===== config.mk =====
export PLATFORM = sky130hd
export DESIGN_NAME = dcbd_decoder
export DESIGN_NICKNAME = d
export VERILOG_FILES = /design/src/dcbd_pkg.sv /design/src/dcbd_decoder.sv
export SDC_FILE = /design/constraint.sdc
export NUM_CORES = 1
export LEC_CHECK = 0
export BUFFER_PORTS_ARGS = -buffer_cell sky130_fd_sc_hd__buf_2
export CORE_ASPECT_RATIO = 1.1
export CORE_MARGIN = 5
export CORE_UTILIZATION = 53
export CTS_BUF_LIST = sky130_fd_sc_hd__clkbuf_2 sky130_fd_sc_hd__clkbuf_4 sky130_fd_sc_hd__clkbuf_8
export CTS_CLUSTER_DIAMETER = 40
export DETAILED_ROUTE_END_ITERATION = 16
export PLACE_DENSITY = 0.79
export SYNTH_ARGS = -nofsm -noshare
export SYNTH_HDL_FRONTEND = slang
export SYNTH_SLANG_ARGS = --single-unit

===== constraint.sdc =====
create_clock -name mclk -period 1.78 [get_ports mclk]
set_input_delay 0.356 -clock mclk [delete_from_list [all_inputs] [get_ports mclk]]
set_output_delay 0.356 -clock mclk [all_outputs]
set_load 0.01 [all_outputs]

===== src/dcbd_pkg.sv =====
// Shared constants and types for the command block decoder.
// Assumes a single clock domain; everything here is elaboration-time only.
package dcbd_pkg;

  // ==========================================================================
  // Command block layout
  // ==========================================================================
  localparam int          BLOCK_LEN     = 6;
  localparam int          PARAM_LEN     = 8;
  localparam logic [2:0]  CLASS_DATA    = 3'h0;
  localparam logic [2:0]  CLASS_DIAG    = 3'h7;
  localparam int          CLASS_MSB     = 7;
  localparam int          CLASS_LSB     = 5;
  localparam int          DRIVE_BIT     = 5;
  localparam int          CTL_RETRY_BIT = 7;
  localparam int          CTL_REREAD_BIT = 6;
  localparam logic [2:0]  AUTO_RETRIES  = 3'h4;

  // ==========================================================================
  // Operation codes
  // ==========================================================================
  localparam logic [4:0] OP_TEST_READY = 5'h00;
  localparam logic [4:0] OP_RECAL      = 5'h01;
  localparam logic [4:0] OP_SENSE      = 5'h03;
  localparam logic [4:0] OP_FMT_DRIVE  = 5'h04;
  localparam logic [4:0] OP_VERIFY     = 5'h05;
  localparam logic [4:0] OP_FMT_TRACK  = 5'h06;
  localparam logic [4:0] OP_FMT_BAD    = 5'h07;
  localparam logic [4:0] OP_READ       = 5'h08;
  localparam logic [4:0] OP_WRITE      = 5'h0a;
  localparam logic [4:0] OP_SEEK       = 5'h0b;
  localparam logic [4:0] OP_INIT_CHAR  = 5'h0c;
  localparam logic [4:0] OP_ECC_LEN    = 5'h0d;
  localparam logic [4:0] OP_BUF_RD     = 5'h0e;
  localparam logic [4:0] OP_BUF_WR     = 5'h0f;
  localparam logic [4:0] OP_RAM_DIAG   = 5'h00;
  localparam logic [4:0] OP_DRV_DIAG   = 5'h03;
  localparam logic [4:0] OP_CTL_DIAG   = 5'h04;
  localparam logic [4:0] OP_RD_LONG    = 5'h05;
  localparam logic [4:0] OP_WR_LONG    = 5'h06;

  // ==========================================================================
  // Sector sizes and error status
  // ==========================================================================
  localparam logic [9:0]  SECTOR_BYTES   = 10'h200;
  localparam logic [2:0]  ECC_BYTES      = 3'h4;
  localparam logic [5:0]  ERR_INVALID    = 6'h20;

  typedef enum logic [19:0] {
    DCBD_OP_NONE      = 20'h00001,
    DCBD_OP_TEST      = 20'h00002,
    DCBD_OP_RECAL     = 20'h00004,
    DCBD_OP_SENSE     = 20'h00008,
    DCBD_OP_FMT_DRIVE = 20'h00010,
    DCBD_OP_VERIFY    = 20'h00020,
    DCBD_OP_FMT_TRACK = 20'h00040,
    DCBD_OP_FMT_BAD   = 20'h00080,
    DCBD_OP_READ      = 20'h00100,
    DCBD_OP_WRITE     = 20'h00200,
    DCBD_OP_SEEK      = 20'h00400,
    DCBD_OP_INIT_CHAR = 20'h00800,
    DCBD_OP_ECC_LEN   = 20'h01000,
    DCBD_OP_BUF_RD    = 20'h02000,
    DCBD_OP_BUF_WR    = 20'h04000,
    DCBD_OP_RAM_DIAG  = 20'h08000,
    DCBD_OP_DRV_DIAG  = 20'h10000,
    DCBD_OP_CTL_DIAG  = 20'h20000,
    DCBD_OP_RD_LONG   = 20'h40000,
    DCBD_OP_WR_LONG   = 20'h80000
  } dcbd_op_e;

  typedef enum logic [2:0] {
    DCBD_ST_BLOCK = 3'h1,
    DCBD_ST_PARAM = 3'h2,
    DCBD_ST_ISSUE = 3'h4
  } dcbd_state_e;

  // Decoded operation handed to the drive sequencer.
  typedef struct packed {
    dcbd_op_e    op;
    logic        drive;
    logic [4:0]  head;
    logic [9:0]  cylinder;
    logic [5:0]  sector;
    logic [7:0]  count;
    logic [4:0]  interleave;
    logic        no_retry;
    logic        no_reread;
    logic [2:0]  step;
    logic [2:0]  retries;
    logic [9:0]  data_bytes;
    logic [2:0]  ecc_bytes;
  } dcbd_cmd_s;

  // Drive characteristics gathered after the initialize command.
  typedef struct packed {
    logic [15:0] max_cyl;
    logic [7:0]  max_heads;
    logic [15:0] rwc_cyl;
    logic [15:0] precomp_cyl;
    logic [7:0]  max_ecc_burst;
  } dcbd_char_s;

endpackage


===== src/dcbd_decoder.sv =====
// Command block decoder: gathers the six-byte command block and the optional
// eight parameter bytes from the host byte stream and issues one decoded
// operation, or an invalid-command status, to the drive sequencer.
// Assumes host bytes arrive on mclk as a valid/ready stream from logic in the
// same clock domain, and that the sequencer accepts issue with cmd_ready.
//
// What this block does
// - Opcode 00 class 0 tests drive ready; only drive bit used.
// - Opcode 01 recalibrates the drive using retry bit and step code.
// - Opcode 03 returns sense status for the selected drive.
// - Opcode 04 formats the drive from head and cylinder with interleave.
// - Opcode 05 verifies sectors using block count, retry, reread, step.
// - Opcode 06 formats one track with the five-bit interleave.
// - Opcode 07 formats a bad track with the same fields.
// - Opcode 08 reads sectors; byte 2 holds cylinder high and sector.
// - Class 0 codes 02, 09 and class 7 codes 01, 02 are unused.
// - Opcode 0A writes counted sectors with retry bit and step code.
// - Opcode 0B seeks cylinder and head, ignoring byte 4.
// - Opcode 0C takes eight further bytes as drive characteristics.
// - Parameter byte order: cylinders, heads, reduced current, precomp, burst.
// - Opcode 0D returns the last ECC burst error length.
// - Opcodes 0E and 0F move sector buffer data out and in.
// - Class 7 opcode 00 runs the sector buffer memory diagnostic.
// - Class 7 opcode 03 diagnoses the drive with retry and step.
// - Class 7 opcode 04 runs controller self-tests without a drive.
// - Class 7 opcodes 05, 06 are long read and long write.
// - Drive is one bit; don't-care fields are never checked.
// - Class is byte 0 bits 7 to 5, opcode bits 4 to 0.
// - Control bit 7 suppresses four retries; bit 6 clear allows reread.
// - Long read delivers 512 data plus 4 ECC bytes per sector.
module dcbd_decoder (
  input  wire logic                 mclk,
  input  wire logic                 rst_b,
  input  wire logic [7:0]           host_byte,
  input  wire logic                 host_valid,
  output logic                      host_ready,
  output dcbd_pkg::dcbd_cmd_s       cmd,
  output logic                      cmd_valid,
  input  wire logic                 cmd_ready,
  output logic                      invalid_cmd,
  output logic [5:0]                err_code,
  output dcbd_pkg::dcbd_char_s      drive_char,
  output logic                      char_valid
);

  // ==========================================================================
  // Helpers
  // ==========================================================================
  // Maps class and opcode to an operation; unused codes map to none.
  function automatic dcbd_pkg::dcbd_op_e decode_op(input logic [7:0] b0);
    logic [2:0] cls;
    logic [4:0] opc;
    dcbd_pkg::dcbd_op_e r;
    cls = b0[dcbd_pkg::CLASS_MSB:dcbd_pkg::CLASS_LSB];
    opc = b0[dcbd_pkg::CLASS_LSB-1:0];
    r   = dcbd_pkg::DCBD_OP_NONE;
    if (cls == dcbd_pkg::CLASS_DATA) begin
      case (opc)
        dcbd_pkg::OP_TEST_READY: r = dcbd_pkg::DCBD_OP_TEST;
        dcbd_pkg::OP_RECAL:      r = dcbd_pkg::DCBD_OP_RECAL;
        dcbd_pkg::OP_SENSE:      r = dcbd_pkg::DCBD_OP_SENSE;
        dcbd_pkg::OP_FMT_DRIVE:  r = dcbd_pkg::DCBD_OP_FMT_DRIVE;
        dcbd_pkg::OP_VERIFY:     r = dcbd_pkg::DCBD_OP_VERIFY;
        dcbd_pkg::OP_FMT_TRACK:  r = dcbd_pkg::DCBD_OP_FMT_TRACK;
        dcbd_pkg::OP_FMT_BAD:    r = dcbd_pkg::DCBD_OP_FMT_BAD;
        dcbd_pkg::OP_READ:       r = dcbd_pkg::DCBD_OP_READ;
        dcbd_pkg::OP_WRITE:      r = dcbd_pkg::DCBD_OP_WRITE;
        dcbd_pkg::OP_SEEK:       r = dcbd_pkg::DCBD_OP_SEEK;
        dcbd_pkg::OP_INIT_CHAR:  r = dcbd_pkg::DCBD_OP_INIT_CHAR;
        dcbd_pkg::OP_ECC_LEN:    r = dcbd_pkg::DCBD_OP_ECC_LEN;
        dcbd_pkg::OP_BUF_RD:     r = dcbd_pkg::DCBD_OP_BUF_RD;
        dcbd_pkg::OP_BUF_WR:     r = dcbd_pkg::DCBD_OP_BUF_WR;
        default:                 r = dcbd_pkg::DCBD_OP_NONE;
      endcase
    end else if (cls == dcbd_pkg::CLASS_DIAG) begin
      case (opc)
        dcbd_pkg::OP_RAM_DIAG:   r = dcbd_pkg::DCBD_OP_RAM_DIAG;
        dcbd_pkg::OP_DRV_DIAG:   r = dcbd_pkg::DCBD_OP_DRV_DIAG;
        dcbd_pkg::OP_CTL_DIAG:   r = dcbd_pkg::DCBD_OP_CTL_DIAG;
        dcbd_pkg::OP_RD_LONG:    r = dcbd_pkg::DCBD_OP_RD_LONG;
        dcbd_pkg::OP_WR_LONG:    r = dcbd_pkg::DCBD_OP_WR_LONG;
        default:                 r = dcbd_pkg::DCBD_OP_NONE;
      endcase
    end
    return r;
  endfunction

  // True for codes with no defined operation; these end with an error status.
  function automatic logic is_unused(input dcbd_pkg::dcbd_op_e op);
    return (op == dcbd_pkg::DCBD_OP_NONE);
  endfunction

  // Long transfers carry the check bytes along with every sector.
  function automatic logic is_long(input dcbd_pkg::dcbd_op_e op);
    return (op == dcbd_pkg::DCBD_OP_RD_LONG) || (op == dcbd_pkg::DCBD_OP_WR_LONG);
  endfunction

  // ==========================================================================
  // Byte gathering
  // ==========================================================================
  dcbd_pkg::dcbd_state_e state_r;
  dcbd_pkg::dcbd_state_e state_nxt;
  logic [7:0]            blk_r [dcbd_pkg::BLOCK_LEN];
  logic [7:0]            par_r [dcbd_pkg::PARAM_LEN];
  logic [3:0]            idx_r;
  logic                  take;
  logic                  last_blk;
  logic                  last_par;
  dcbd_pkg::dcbd_op_e    op_now;
  logic [7:0]            ctl_byte;

  assign take     = host_valid && host_ready;
  assign last_blk = (idx_r == 4'(dcbd_pkg::BLOCK_LEN - 1));
  assign last_par = (idx_r == 4'(dcbd_pkg::PARAM_LEN - 1));
  // The op is decoded from the stored first byte; the final block byte never
  // changes it, so decoding on the last take is safe.
  assign op_now   = decode_op(blk_r[0]);

  // The control byte is issued on the edge that takes it, one edge before
  // blk_r holds it, so at that edge it is read straight from the host.
  assign ctl_byte = (state_r == dcbd_pkg::DCBD_ST_BLOCK && last_blk && take) ? host_byte : blk_r[5];

  // Bytes are refused while an operation waits for the sequencer.
  assign host_ready = (state_r != dcbd_pkg::DCBD_ST_ISSUE);
  assign cmd_valid  = (state_r == dcbd_pkg::DCBD_ST_ISSUE);

  always_comb begin
    state_nxt = state_r;
    case (state_r)
      dcbd_pkg::DCBD_ST_BLOCK: begin
        if (take && last_blk) begin
          if (op_now == dcbd_pkg::DCBD_OP_INIT_CHAR) begin
            state_nxt = dcbd_pkg::DCBD_ST_PARAM;
          end else begin
            state_nxt = dcbd_pkg::DCBD_ST_ISSUE;
          end
        end
      end
      dcbd_pkg::DCBD_ST_PARAM: begin
        if (take && last_par) begin
          state_nxt = dcbd_pkg::DCBD_ST_ISSUE;
        end
      end
      dcbd_pkg::DCBD_ST_ISSUE: begin
        if (cmd_ready) begin
          state_nxt = dcbd_pkg::DCBD_ST_BLOCK;
        end
      end
      default: state_nxt = dcbd_pkg::DCBD_ST_BLOCK;
    endcase
  end

  always_ff @(posedge mclk or negedge rst_b) begin
    if (!rst_b) begin
      state_r <= dcbd_pkg::DCBD_ST_BLOCK;
    end else begin
      state_r <= state_nxt;
    end
  end

  always_ff @(posedge mclk or negedge rst_b) begin
    if (!rst_b) begin
      idx_r <= 4'h0;
    end else if (take) begin
      if ((state_r == dcbd_pkg::DCBD_ST_BLOCK && last_blk) ||
          (state_r == dcbd_pkg::DCBD_ST_PARAM && last_par)) begin
        idx_r <= 4'h0;
      end else begin
        idx_r <= idx_r + 4'h1;
      end
    end
  end

  always_ff @(posedge mclk or negedge rst_b) begin
    if (!rst_b) begin
      for (int i = 0; i < dcbd_pkg::BLOCK_LEN; i++) begin
        blk_r[i] <= 8'h00;
      end
    end else if (take && state_r == dcbd_pkg::DCBD_ST_BLOCK) begin
      blk_r[idx_r[2:0]] <= host_byte;
    end
  end

  always_ff @(posedge mclk or negedge rst_b) begin
    if (!rst_b) begin
      for (int i = 0; i < dcbd_pkg::PARAM_LEN; i++) begin
        par_r[i] <= 8'h00;
      end
    end else if (take && state_r == dcbd_pkg::DCBD_ST_PARAM) begin
      par_r[idx_r[2:0]] <= host_byte;
    end
  end

  // ==========================================================================
  // Field extraction
  // ==========================================================================
  // Fields the operation does not use are zeroed, or set for no_reread, rather than
  // checked, so any value the host left in them is accepted and never reaches cmd.
  dcbd_pkg::dcbd_cmd_s   fld;
  logic                  use_drive;
  logic                  use_addr;
  logic                  use_sector;
  logic                  use_count;
  logic                  use_ilv;
  logic                  use_ctl;

  always_comb begin
    use_drive  = 1'b0;
    use_addr   = 1'b0;
    use_sector = 1'b0;
    use_count  = 1'b0;
    use_ilv    = 1'b0;
    use_ctl    = 1'b0;
    case (op_now)
      dcbd_pkg::DCBD_OP_TEST, dcbd_pkg::DCBD_OP_SENSE: begin
        use_drive = 1'b1;
      end
      dcbd_pkg::DCBD_OP_RECAL, dcbd_pkg::DCBD_OP_DRV_DIAG: begin
        use_drive = 1'b1;
        use_ctl   = 1'b1;
      end
      dcbd_pkg::DCBD_OP_FMT_DRIVE, dcbd_pkg::DCBD_OP_FMT_TRACK,
      dcbd_pkg::DCBD_OP_FMT_BAD: begin
        use_drive = 1'b1;
        use_addr  = 1'b1;
        use_ilv   = 1'b1;
        use_ctl   = 1'b1;
      end
      dcbd_pkg::DCBD_OP_SEEK: begin
        use_drive = 1'b1;
        use_addr  = 1'b1;
        use_ctl   = 1'b1;
      end
      dcbd_pkg::DCBD_OP_VERIFY, dcbd_pkg::DCBD_OP_READ, dcbd_pkg::DCBD_OP_WRITE,
      dcbd_pkg::DCBD_OP_RD_LONG, dcbd_pkg::DCBD_OP_WR_LONG: begin
        use_drive  = 1'b1;
        use_addr   = 1'b1;
        use_sector = (op_now != dcbd_pkg::DCBD_OP_VERIFY);
        use_count  = 1'b1;
        use_ctl    = 1'b1;
      end
      default: begin
        use_drive = 1'b0;
      end
    endcase
  end

  always_comb begin
    fld    = '0;
    fld.op = op_now;
    if (use_drive) begin
      fld.drive = blk_r[1][dcbd_pkg::DRIVE_BIT];
    end
    if (use_addr) begin
      fld.head     = blk_r[1][4:0];
      fld.cylinder = {blk_r[2][7:6], blk_r[3]};
    end
    if (use_sector) begin
      fld.sector = blk_r[2][5:0];
    end
    if (use_count) begin
      fld.count      = blk_r[4];
      fld.data_bytes = dcbd_pkg::SECTOR_BYTES;
    end
    // Interleave range is the host's duty; it is passed through unchecked.
    if (use_ilv) begin
      fld.interleave = blk_r[4][4:0];
    end
    // Retries are dropped only on request.
    if (use_ctl) begin
      fld.no_retry = ctl_byte[dcbd_pkg::CTL_RETRY_BIT];
      fld.step     = ctl_byte[2:0];
      fld.retries  = ctl_byte[dcbd_pkg::CTL_RETRY_BIT] ? 3'h0 : dcbd_pkg::AUTO_RETRIES;
    end
    // Reread option applies to read and verify only; long read leaves no_reread set.
    fld.no_reread = 1'b1;
    if (op_now == dcbd_pkg::DCBD_OP_READ || op_now == dcbd_pkg::DCBD_OP_VERIFY) begin
      fld.no_reread = ctl_byte[dcbd_pkg::CTL_REREAD_BIT];
    end
    if (is_long(op_now)) begin
      fld.data_bytes = dcbd_pkg::SECTOR_BYTES;
      fld.ecc_bytes  = dcbd_pkg::ECC_BYTES;
    end
  end

  // ==========================================================================
  // Issue outputs
  // ==========================================================================
  logic entering_issue;
  assign entering_issue = (state_nxt == dcbd_pkg::DCBD_ST_ISSUE) &&
                          (state_r != dcbd_pkg::DCBD_ST_ISSUE);

  // Captured once, on entry, so the word stands while the sequencer stalls.
  always_ff @(posedge mclk or negedge rst_b) begin
    if (!rst_b) begin
      cmd <= '0;
    end else if (entering_issue) begin
      cmd <= fld;
    end
  end

  // An unused code still issues, with op none, so the sequencer can end the
  // command with the error status instead of dropping it silently.
  always_ff @(posedge mclk or negedge rst_b) begin
    if (!rst_b) begin
      invalid_cmd <= 1'b0;
      err_code    <= 6'h00;
    end else if (entering_issue) begin
      invalid_cmd <= is_unused(op_now);
      err_code    <= is_unused(op_now) ? dcbd_pkg::ERR_INVALID : 6'h00;
    end
  end

  // ==========================================================================
  // Drive characteristics
  // ==========================================================================
  // Characteristics are kept across commands; the parameter bytes only
  // become visible once all eight have arrived.
  always_ff @(posedge mclk or negedge rst_b) begin
    if (!rst_b) begin
      drive_char <= '0;
      char_valid <= 1'b0;
    end else if (take && state_r == dcbd_pkg::DCBD_ST_PARAM && last_par) begin
      drive_char.max_cyl       <= {par_r[0], par_r[1]};
      drive_char.max_heads     <= par_r[2];
      drive_char.rwc_cyl       <= {par_r[3], par_r[4]};
      drive_char.precomp_cyl   <= {par_r[5], par_r[6]};
      drive_char.max_ecc_burst <= host_byte;
      char_valid               <= 1'b1;
    end
  end

endmodule


Yosys cells after proc, flatten, opt, wreduce, memory -nomap -nowiden
Memory sizes are Yosys's and may differ from the RTL's. Cells that the tools add are included.

Register bits: 267. Bits in read-only memories: 240. Input port bits: 12. Output and inout port bits: 150. Word-level logic and storage cells: 124. Memories: 1.

Memory list: (name not given) (depth 16, width 15, read ports 1, clocked after Yosys merged registers in 0, wr ports 0, line dcbd_decoder.sv:58) `case (opc)`.

$add $sub $neg: 1. $lt $le $gt $ge: 2. Equality and inequality tests: 28. Muxes and demuxes: 33. Bitwise logic cells: 1. Reduce and logical (&&, ||, !) cells: 21.

Operator list (number): $pmux W20 S5 (1); $bwmux W64 (1); $mux W20 (3); $bwmux W48 (1); $demux W8 S3 (1); $mux W8 (3); $eq A20 B1 Y1 const B (1); $eq A20 B10 Y1 const B (1); $eq A20 B11 Y1 const B (1); $eq A20 B12 Y1 const B (1); $eq A20 B17 Y1 const B (1); $eq A20 B19 Y1 const B (1); $eq A20 B2 Y1 const B (1); $eq A20 B20 Y1 const B (1); $eq A20 B3 Y1 const B (1); $eq A20 B4 Y1 const B (1); $eq A20 B5 Y1 const B (1); $eq A20 B6 Y1 const B (1); $eq A20 B7 Y1 const B (1); $eq A20 B8 Y1 const B (1); $eq A20 B9 Y1 const B (1); $ne A20 B6 Y1 const B (1); $mux W6 (3); $eq A5 B3 Y1 const B (3); 27 further kinds (54).

Logic depth before layout (Yosys ltp)
Gate-level depths: netlist of run 1.

Word-level depth: 10. Mapped depth: 10. Mapped depth without buffers: 7.

Worst setup path after synthesis of run 1
OpenSTA, ideal clock, no wires.

Path kind: register -> register. Start point: register idx_r[1]. End point: register cmd[15] (netlist name). Setup time: 83 ps. Data arrival time: 1821 ps. Data required time: 1697 ps. Slack: -123 ps. Stages on the path, launching flop included: 10. Path buffers: 2. Clock period less this slack: 1903 ps. Cells stage by stage: dfrtp_1 clkbuf_1 inv_1 ha_1 nand3b_1 nand2b_1 buf_1 mux2i_1 nand2_1 o21ai_0.

Word-level cells in the longest chain between the ends: 6. Elaborated cells between the ends (all ways): 14. Classes of those cells: 3 x eq/ne; 6 x mux; 5 x reduce/logical.

Ends and longest elaborated chain: start, declared (line dcbd_decoder.sv:105) `logic [3:0] idx_r;`; start signal, assigned (line dcbd_decoder.sv:169) `idx_r <= idx_r + 4'h1;`; $eq A4 B3 Y1, on equally long branches (line dcbd_decoder.sv:114, dcbd_decoder.sv:113); $logic_and A1 B1 Y1, on equally long branches (line dcbd_decoder.sv:140, dcbd_decoder.sv:121, dcbd_decoder.sv:131); $mux W3 (tied with other cells) (line dcbd_decoder.sv:140) `if (take && last_par) begin`; $pmux W3 S3 / $mux W8 (equally long branches) (line dcbd_decoder.sv:129, dcbd_decoder.sv:121); $eq A3 B3 Y1 / $mux W3 (equally long branches) (line dcbd_decoder.sv:290, dcbd_decoder.sv:273); $logic_and A1 B1 Y1 / $mux W6 (equally long branches) (line dcbd_decoder.sv:290, dcbd_decoder.sv:270); end signal, assigned (line dcbd_decoder.sv:298) `cmd <= fld;`; end, declared (line dcbd_decoder.sv:37) `output dcbd_pkg::dcbd_cmd_s cmd,`.

Parallel ways exist; a longest one is shown, timed or not. A chain may end at the register's enable or synchronous reset.

Final worst setup path of run 1
Start point: register blk_r[44] (netlist name). End point: register cmd[28] (netlist name).

Word-level cells in the longest chain between the ends: 10. Elaborated cells between the ends (all ways): 23. Classes of those cells: 11 x eq/ne; 9 x mux; 3 x reduce/logical.

Ends and longest elaborated chain: start, declared (line dcbd_decoder.sv:103) `logic [7:0] blk_r [dcbd_pkg::BLOCK_LEN];`; start signal, assigned by index (line dcbd_decoder.sv:180) `blk_r[idx_r[2:0]] <= host_byte;`; $eq A5 B3 Y1 (tied with other cells) (line dcbd_decoder.sv:76) `case (opc)`; $pmux W20 S5 (line dcbd_decoder.sv:76); $mux W20 (line dcbd_decoder.sv:75) `end else if (cls == dcbd_pkg::CLASS_DIAG) begin`; $mux W20 * (line dcbd_decoder.sv:57) `if (cls == dcbd_pkg::CLASS_DATA) begin`; $eq A20 B12 Y1 (line dcbd_decoder.sv:132) `if (op_now == dcbd_pkg::DCBD_OP_INIT_CHAR) begin`; $mux W3 (line dcbd_decoder.sv:132); $mux W3 (line dcbd_decoder.sv:131) `if (take && last_blk) begin`; $pmux W3 S3 (line dcbd_decoder.sv:129) `case (state_r)`; $eq A3 B3 Y1 (line dcbd_decoder.sv:290) `assign entering_issue = (state_nxt == dcbd_pkg::DCBD_ST_ISSUE) &&`; $logic_and A1 B1 Y1 (line dcbd_decoder.sv:290).

Every way passes the cells marked *; elsewhere a longest branch is shown, timed or not.

==> results of run 1 <==
==> cell families after synthesis <==
kind of cell	count (synthesis)	synth area share
AO/OA/AOI/OAI	91	0.06767
buffers and inverters	65	0.03894
XOR/XNOR	2	0.001812
adder cells (fa/ha/maj)	2	0.002587
multiplexers	168	0.1950
AND/OR/NAND/NOR	171	0.08539
flip-flops	235	0.6082
other	1	0.0003878
==> layer usage <==
metal  part of all wire  wire length (um)  GRT usage
met5                  0                 0          0
met4              0.024               597    0.06067
met2               0.52             12910     0.3885
met3              0.056              1394    0.05085
met1               0.40             10060     0.2850
==> critical path: cells and delay by family (launching register included) <==
family	cells	cell delay, ns
AOI/OAI and AO/OA	1	0.16
and+or+nand+nor	4	1.25
buffers and inverters	1	0.18
DFF	1	0.42
==> repair_timing <==
item                       4_1_cts  5_1_grt
pin swaps                        9       23
hold buffers                     1        0
resized for setup               66       97
cloned                           4       11
buffers inserted                14       13
hold endpoints to repair        25        0
setup endpoints to repair       93      155
==> power by group through the flow <==
stage	logic, mW	registers, mW	clock network (mW)
2_1_floorplan	1.83	6.64	0
3_3_place_gp	3.15	6.61	0
3_5_place_dp	3.22	6.66	0
4_1_cts	3.64	6.58	4.75
5_1_grt	4.29	6.72	4.99
6_report	4.01	6.63	4.66
==> sequential cells by signal, indices dropped and copies added, names as in the netlist <==
register / count
state_r: 3
par_r: 56
drive_char: 64
idx_r: 4
char_valid: 1
blk_r: 43
err_code: 1
cmd: 63
==> placed cells by master, fill, tap and decap left out, types with 18 or more instances in the layout <==
cell      instances
mux2_2          123
clkbuf_8         44
buf_6            21
buf_2           140
nand2_2          21
dfrtp_1         234
conb_1           18
buf_4            55
nand2_1          71
mux2_4           40
buf_12           29
==> final cells by class <==
| class | count | share of cell area |
|---|---|---|
| Multi-Input combinational cell | 452 | 0.3003 |
| Tap cell | 238 | 0.02259 |
| Clock inverter | 10 | 0.004177 |
| Inverter | 3 | 0.001234 |
| Sequential cell | 235 | 0.4462 |
| Clock buffer | 59 | 0.05449 |
| Timing Repair Buffer | 259 | 0.1710 |
==> worst paths after layout <==
path                       startpoint             end  slack [ns]  depth (start not counted)
min in group asynchronous       rst_b  drive_char[56]        0.29                          2
max in group asynchronous       rst_b   drive_char[8]        0.86                          3
min reg2reg                   cmd[74]         cmd[74]        0.46                          2
max reg2reg                 blk_r[44]         cmd[28]       -0.30                          6
max                         blk_r[44]         cmd[28]       -0.30                          6
min                         cmd_ready      state_r[2]        0.17                          4
==> qor.csv, run 1 <==
metric,value,unit
Worst-Skew Late Latency,0.52,ns
switching share of power,0.3021,
worst hold path type,in -> reg,
gr usage total,0.2231,
pre-CTS setup slack,-0.5927,ns
share of the synthesized area in the top cell type,0.6055,
register area,0.005882,sq mm
Wirelength per Cell,19.87,um
P_int,10.68,mW
clk buf depth,3,
Setup Viol. Count Final,102,
Area after DPL,0.01124,sq mm
DR iter-0 viols,339,
required time of the worst setup path,2.24,ns
Die X-Extent,138.8,um
post-layout util,0.7404,
Detailed Place HPWL,14580,um
CTS tree,done,
initial core utilization,0.5432,
Worst VDD drop,0.0005387,V
"Warnings, synthesis",0,
clock skew,0.01679,ns
clock-pin slew on the worst setup and hold paths,0.06,ns
most frequent cell after synthesis,dfrtp_1,
CP Capture Type,flip-flop,
Setup TNS Final,-14.20,ns
Final #Nets,1003,
part of the power in registers,0.433,
"Worst Setup Slack, final",-0.2968,ns
final cell count without fillers,1256,
Switch Pwr,4.624,mW
Min Hold Slack,0.1716,ns
slew at the pin closest to its max-slew limit,0.6377,ns
Area contributors post-synth,"dfrtp_1, mux2_2, nand2_1",
Core Region,0.01780,sq mm
Congestion Overflow GR,0,
Slew headroom,0.5716,
Main synth FF type,dfrtp_1,
leakage dissipation,6.693,nW
Via density,5.402,
largest net degree at the start of global routing,67,
worst path cell trace,nand4b_1 > buf_4 > nor3_1 > nor3_1 > nor2_4 > a22o_1,
#FFs+latches synth,235,
crit start category,flip-flop,
io pins,162,
Post-Synthesis Cells,735,
RSZ-0062 raised after global routing,yes,
Max Cap Viol,0,
final wirelength,24960,um
Max Clk Rate,0.4815,GHz
vias in the first global route,6966,
Worst Path Arrival,2.53,ns
Clk network pwr share,0.305,
area occupied by multi-input gates,0.003959,sq mm
part of the Yosys area used for sequential elements,0.6082,
post-synthesis cell type count,57,
Die Height,151.7,um
# H-tree levels,2,
first-pass GRT wire length,37540,um
clk root buf,clkbuf_8,
initial antenna violation count,0,
CP dominant cell by count,nor3_1,
"EDFF count, synth",0,
Rows,51,
CP Class,reg -> reg,
status,"finished, violations left",
Die Area,0.02105,sq mm
total chip power,15.31,mW
largest area contributor in the netlist,dfrtp_1,
# port buffers,143,
gpl congestion,0.8990,
DRC,0,
failing checks,setup timing,
Crit path largest cell delay,0.53,ns
Gate power share,0.262,
power density cells,1161,mW/mm^2
"slowest stage cell, crit path",nor3_1,
layout cells sized above 1,0.5697,
Sink Count,235,
hold violation count in the final report,0,
post-synthesis async set-or-reset flop share,1.000,
diode count,0,
mapped cell area,0.009671,sq mm
Final period util,1.167,
clock period minus worst slack,2.077,ns
Area Overhead vs Synth,36.30,%
crit path max fanout,8,
router iterations before antenna repair,5,
# fillers,1091,
via count,6785,
Slew Limit Fails,0,
CTS buffer count,38,
post-route ant nets,0,
Post-synth top cells,"dfrtp_1, mux2_2, nand2_1, buf_4, o21ai_0",
Mean Syn Cell Area,13.16,sq um
final instance area,0.01318,sq mm
Placed Cells,1146,
No activity file was read; power rests on OpenSTA's default activity.
==> inputs of run 2 (changes only) <==
CORE_ASPECT_RATIO = 1.5   (was 1.1)
==> qor.csv, run 2 (synthesis results as in run 1) <==
metric,value,unit
CP Capture Type,flip-flop,
clock-pin slew on the worst setup and hold paths,0.06,ns
switching share of power,0.2925,
crit path max fanout,6,
P_int,10.78,mW
hold violation count in the final report,0,
worst hold path type,in -> reg,
io pins,162,
CP Class,reg -> reg,
via count,6757,
pre-CTS setup slack,-0.6094,ns
CP startpoint,blk_r[46],
Via density,5.493,
post-route ant nets,0,
Detailed Place HPWL,15520,um
Reg2Reg Setup Slack,-0.20,ns
Worst Path Arrival,2.39,ns
Max Cap Viol,0,
RR Startpoint,blk_r[46],
initial core utilization,0.5390,
Worst-Skew Late Latency,0.49,ns
Die Height,175.4,um
gr usage total,0.2296,
max FFs per register,64,
most frequent cells in the layout,"dfrtp_1, buf_2, mux2_4",
Gate power share,0.273,
gpl congestion,0.8576,
"Worst Setup Slack, final",-0.2049,ns
Slew Limit Fails,0,
crit path to,cmd[44],
Sink Count,235,
failing checks,setup timing,
clock skew,0.01107,ns
Rows,60,
R2R cell count,7,
Switch Pwr,4.459,mW
Worst VDD drop,0.0007593,V
Final #Nets,1005,
power density cells,1147,mW/mm^2
Clk network pwr share,0.295,
Area after DPL,0.01135,sq mm
diode count,0,
RSZ-0062 raised after global routing,yes,
"Most flops, register",drive_char,
Final period util,1.115,
clock period minus worst slack,1.985,ns
Max Clk Rate,0.5038,GHz
status,"finished, violations left",
Wirelength per Cell,20.59,um
# port buffers,143,
vias in the first global route,7304,
final instance area,0.01329,sq mm
final wirelength,25320,um
# fillers,1094,
# H-tree levels,2,
crit start category,flip-flop,
Die X-Extent,120.3,um
required time of the worst setup path,2.19,ns
Setup Viol. Count Final,69,
layout cells sized above 1,0.5765,
first-pass GRT wire length,38660,um
Area Overhead vs Synth,37.38,%
CTS buffer count,35,
Die Area,0.02110,sq mm
Congestion Overflow GR,0,
total chip power,15.24,mW
router iterations before antenna repair,4,
R2R Path End,cmd[44],
largest net degree at the start of global routing,51,
leakage dissipation,6.766,nW
DRC,0,
top flop regs,"drive_char: 64 flops, cmd: 63 flops, par_r: 56 flops",
CTS tree,done,
initial antenna violation count,0,
part of the power in registers,0.433,
DR iter-0 viols,336,
Core Region,0.01794,sq mm
clk buf depth,3,
"commonest non-fill, non-tap cell in the layout",dfrtp_1,
clk root buf,clkbuf_8,
run 2: per-stage QoR:
| step | TNS (ns) | cells | util | hold WS (ns) |
|---|---|---|---|---|
| 6_report | -7.338 | 1230 | 0.7404 | 0.2189 |
| 5_1_grt | -15.07 | 1230 | 0.7404 | 0.2062 |
| 4_1_cts | -8.379 | 1221 | 0.7022 | 0.1958 |
| 3_5_place_dp | -17.22 | 1139 | 0.6328 | 0.3111 |
| 3_3_place_gp | -13.44 | 1139 | 0.6328 | 0.3106 |
| 2_1_floorplan | -0.7740 | 752 | - | 0.06041 |
run 2: how the worst min path moves through the flow:
stage                            start         end  cells after the start
after floorplan                  rst_b    blk_r[0]                      0
after global placement           rst_b   par_r[21]                      1
after detailed placement         rst_b   par_r[21]                      1
after CTS                    cmd_ready  state_r[2]                      4
after global routing      host_byte[6]   blk_r[14]                      2
final                        cmd_ready  state_r[2]                      4
run 2: worst max-delay path, stage by stage, from the launching register on:
cell       delay [ns]
dfrtp_1          0.39
buf_6            0.13
or4_4            0.58
or2_4            0.27
clkinv_4         0.05
a2111oi_4        0.04
bufbuf_16        0.31
o21ai_2          0.12
run 2: cell type report:
class	instances	area, sq um	share of cell area
tap	217	271.5	0.02044
clock buffer	56	689.4	0.05189
inverter	3	16.27	0.001224
sequential	235	5883	0.4428
multi-input combinational	452	4120	0.3101
clock inverter	3	40.04	0.003014
timing repair buffer	264	2265	0.1705
run 2: metal layers:
layer	wire (um)	track usage	part of all wire	vias up
met5	0	0	0	-
met4	1030	0.09783	0.041	0
met3	1070	0.03512	0.042	69
met2	13660	0.4253	0.54	214
met1	9557	0.2608	0.38	3426
li1	-	-	-	3048
run 2: what timing repair did:
| item | CTS | global route |
|---|---|---|
| endpoints found under the setup margin | 118 | 203 |
| setup buffers | 16 | 6 |
| endpoints found under the hold margin | 41 | 0 |
| pin swaps | 21 | 20 |
| hold buffers | 1 | 0 |
| gates cloned | 6 | 7 |
| resized for setup | 64 | 154 |
run 2: power groups by stage:
stage,sequential (mW),clock [mW],combinational [mW]
after floorplan,6.64,0,1.83
after global placement,6.59,0,3.18
after detailed placement,6.62,0,3.25
after CTS,6.54,4.61,3.71
after global routing,6.68,4.87,4.44
final,6.60,4.49,4.16
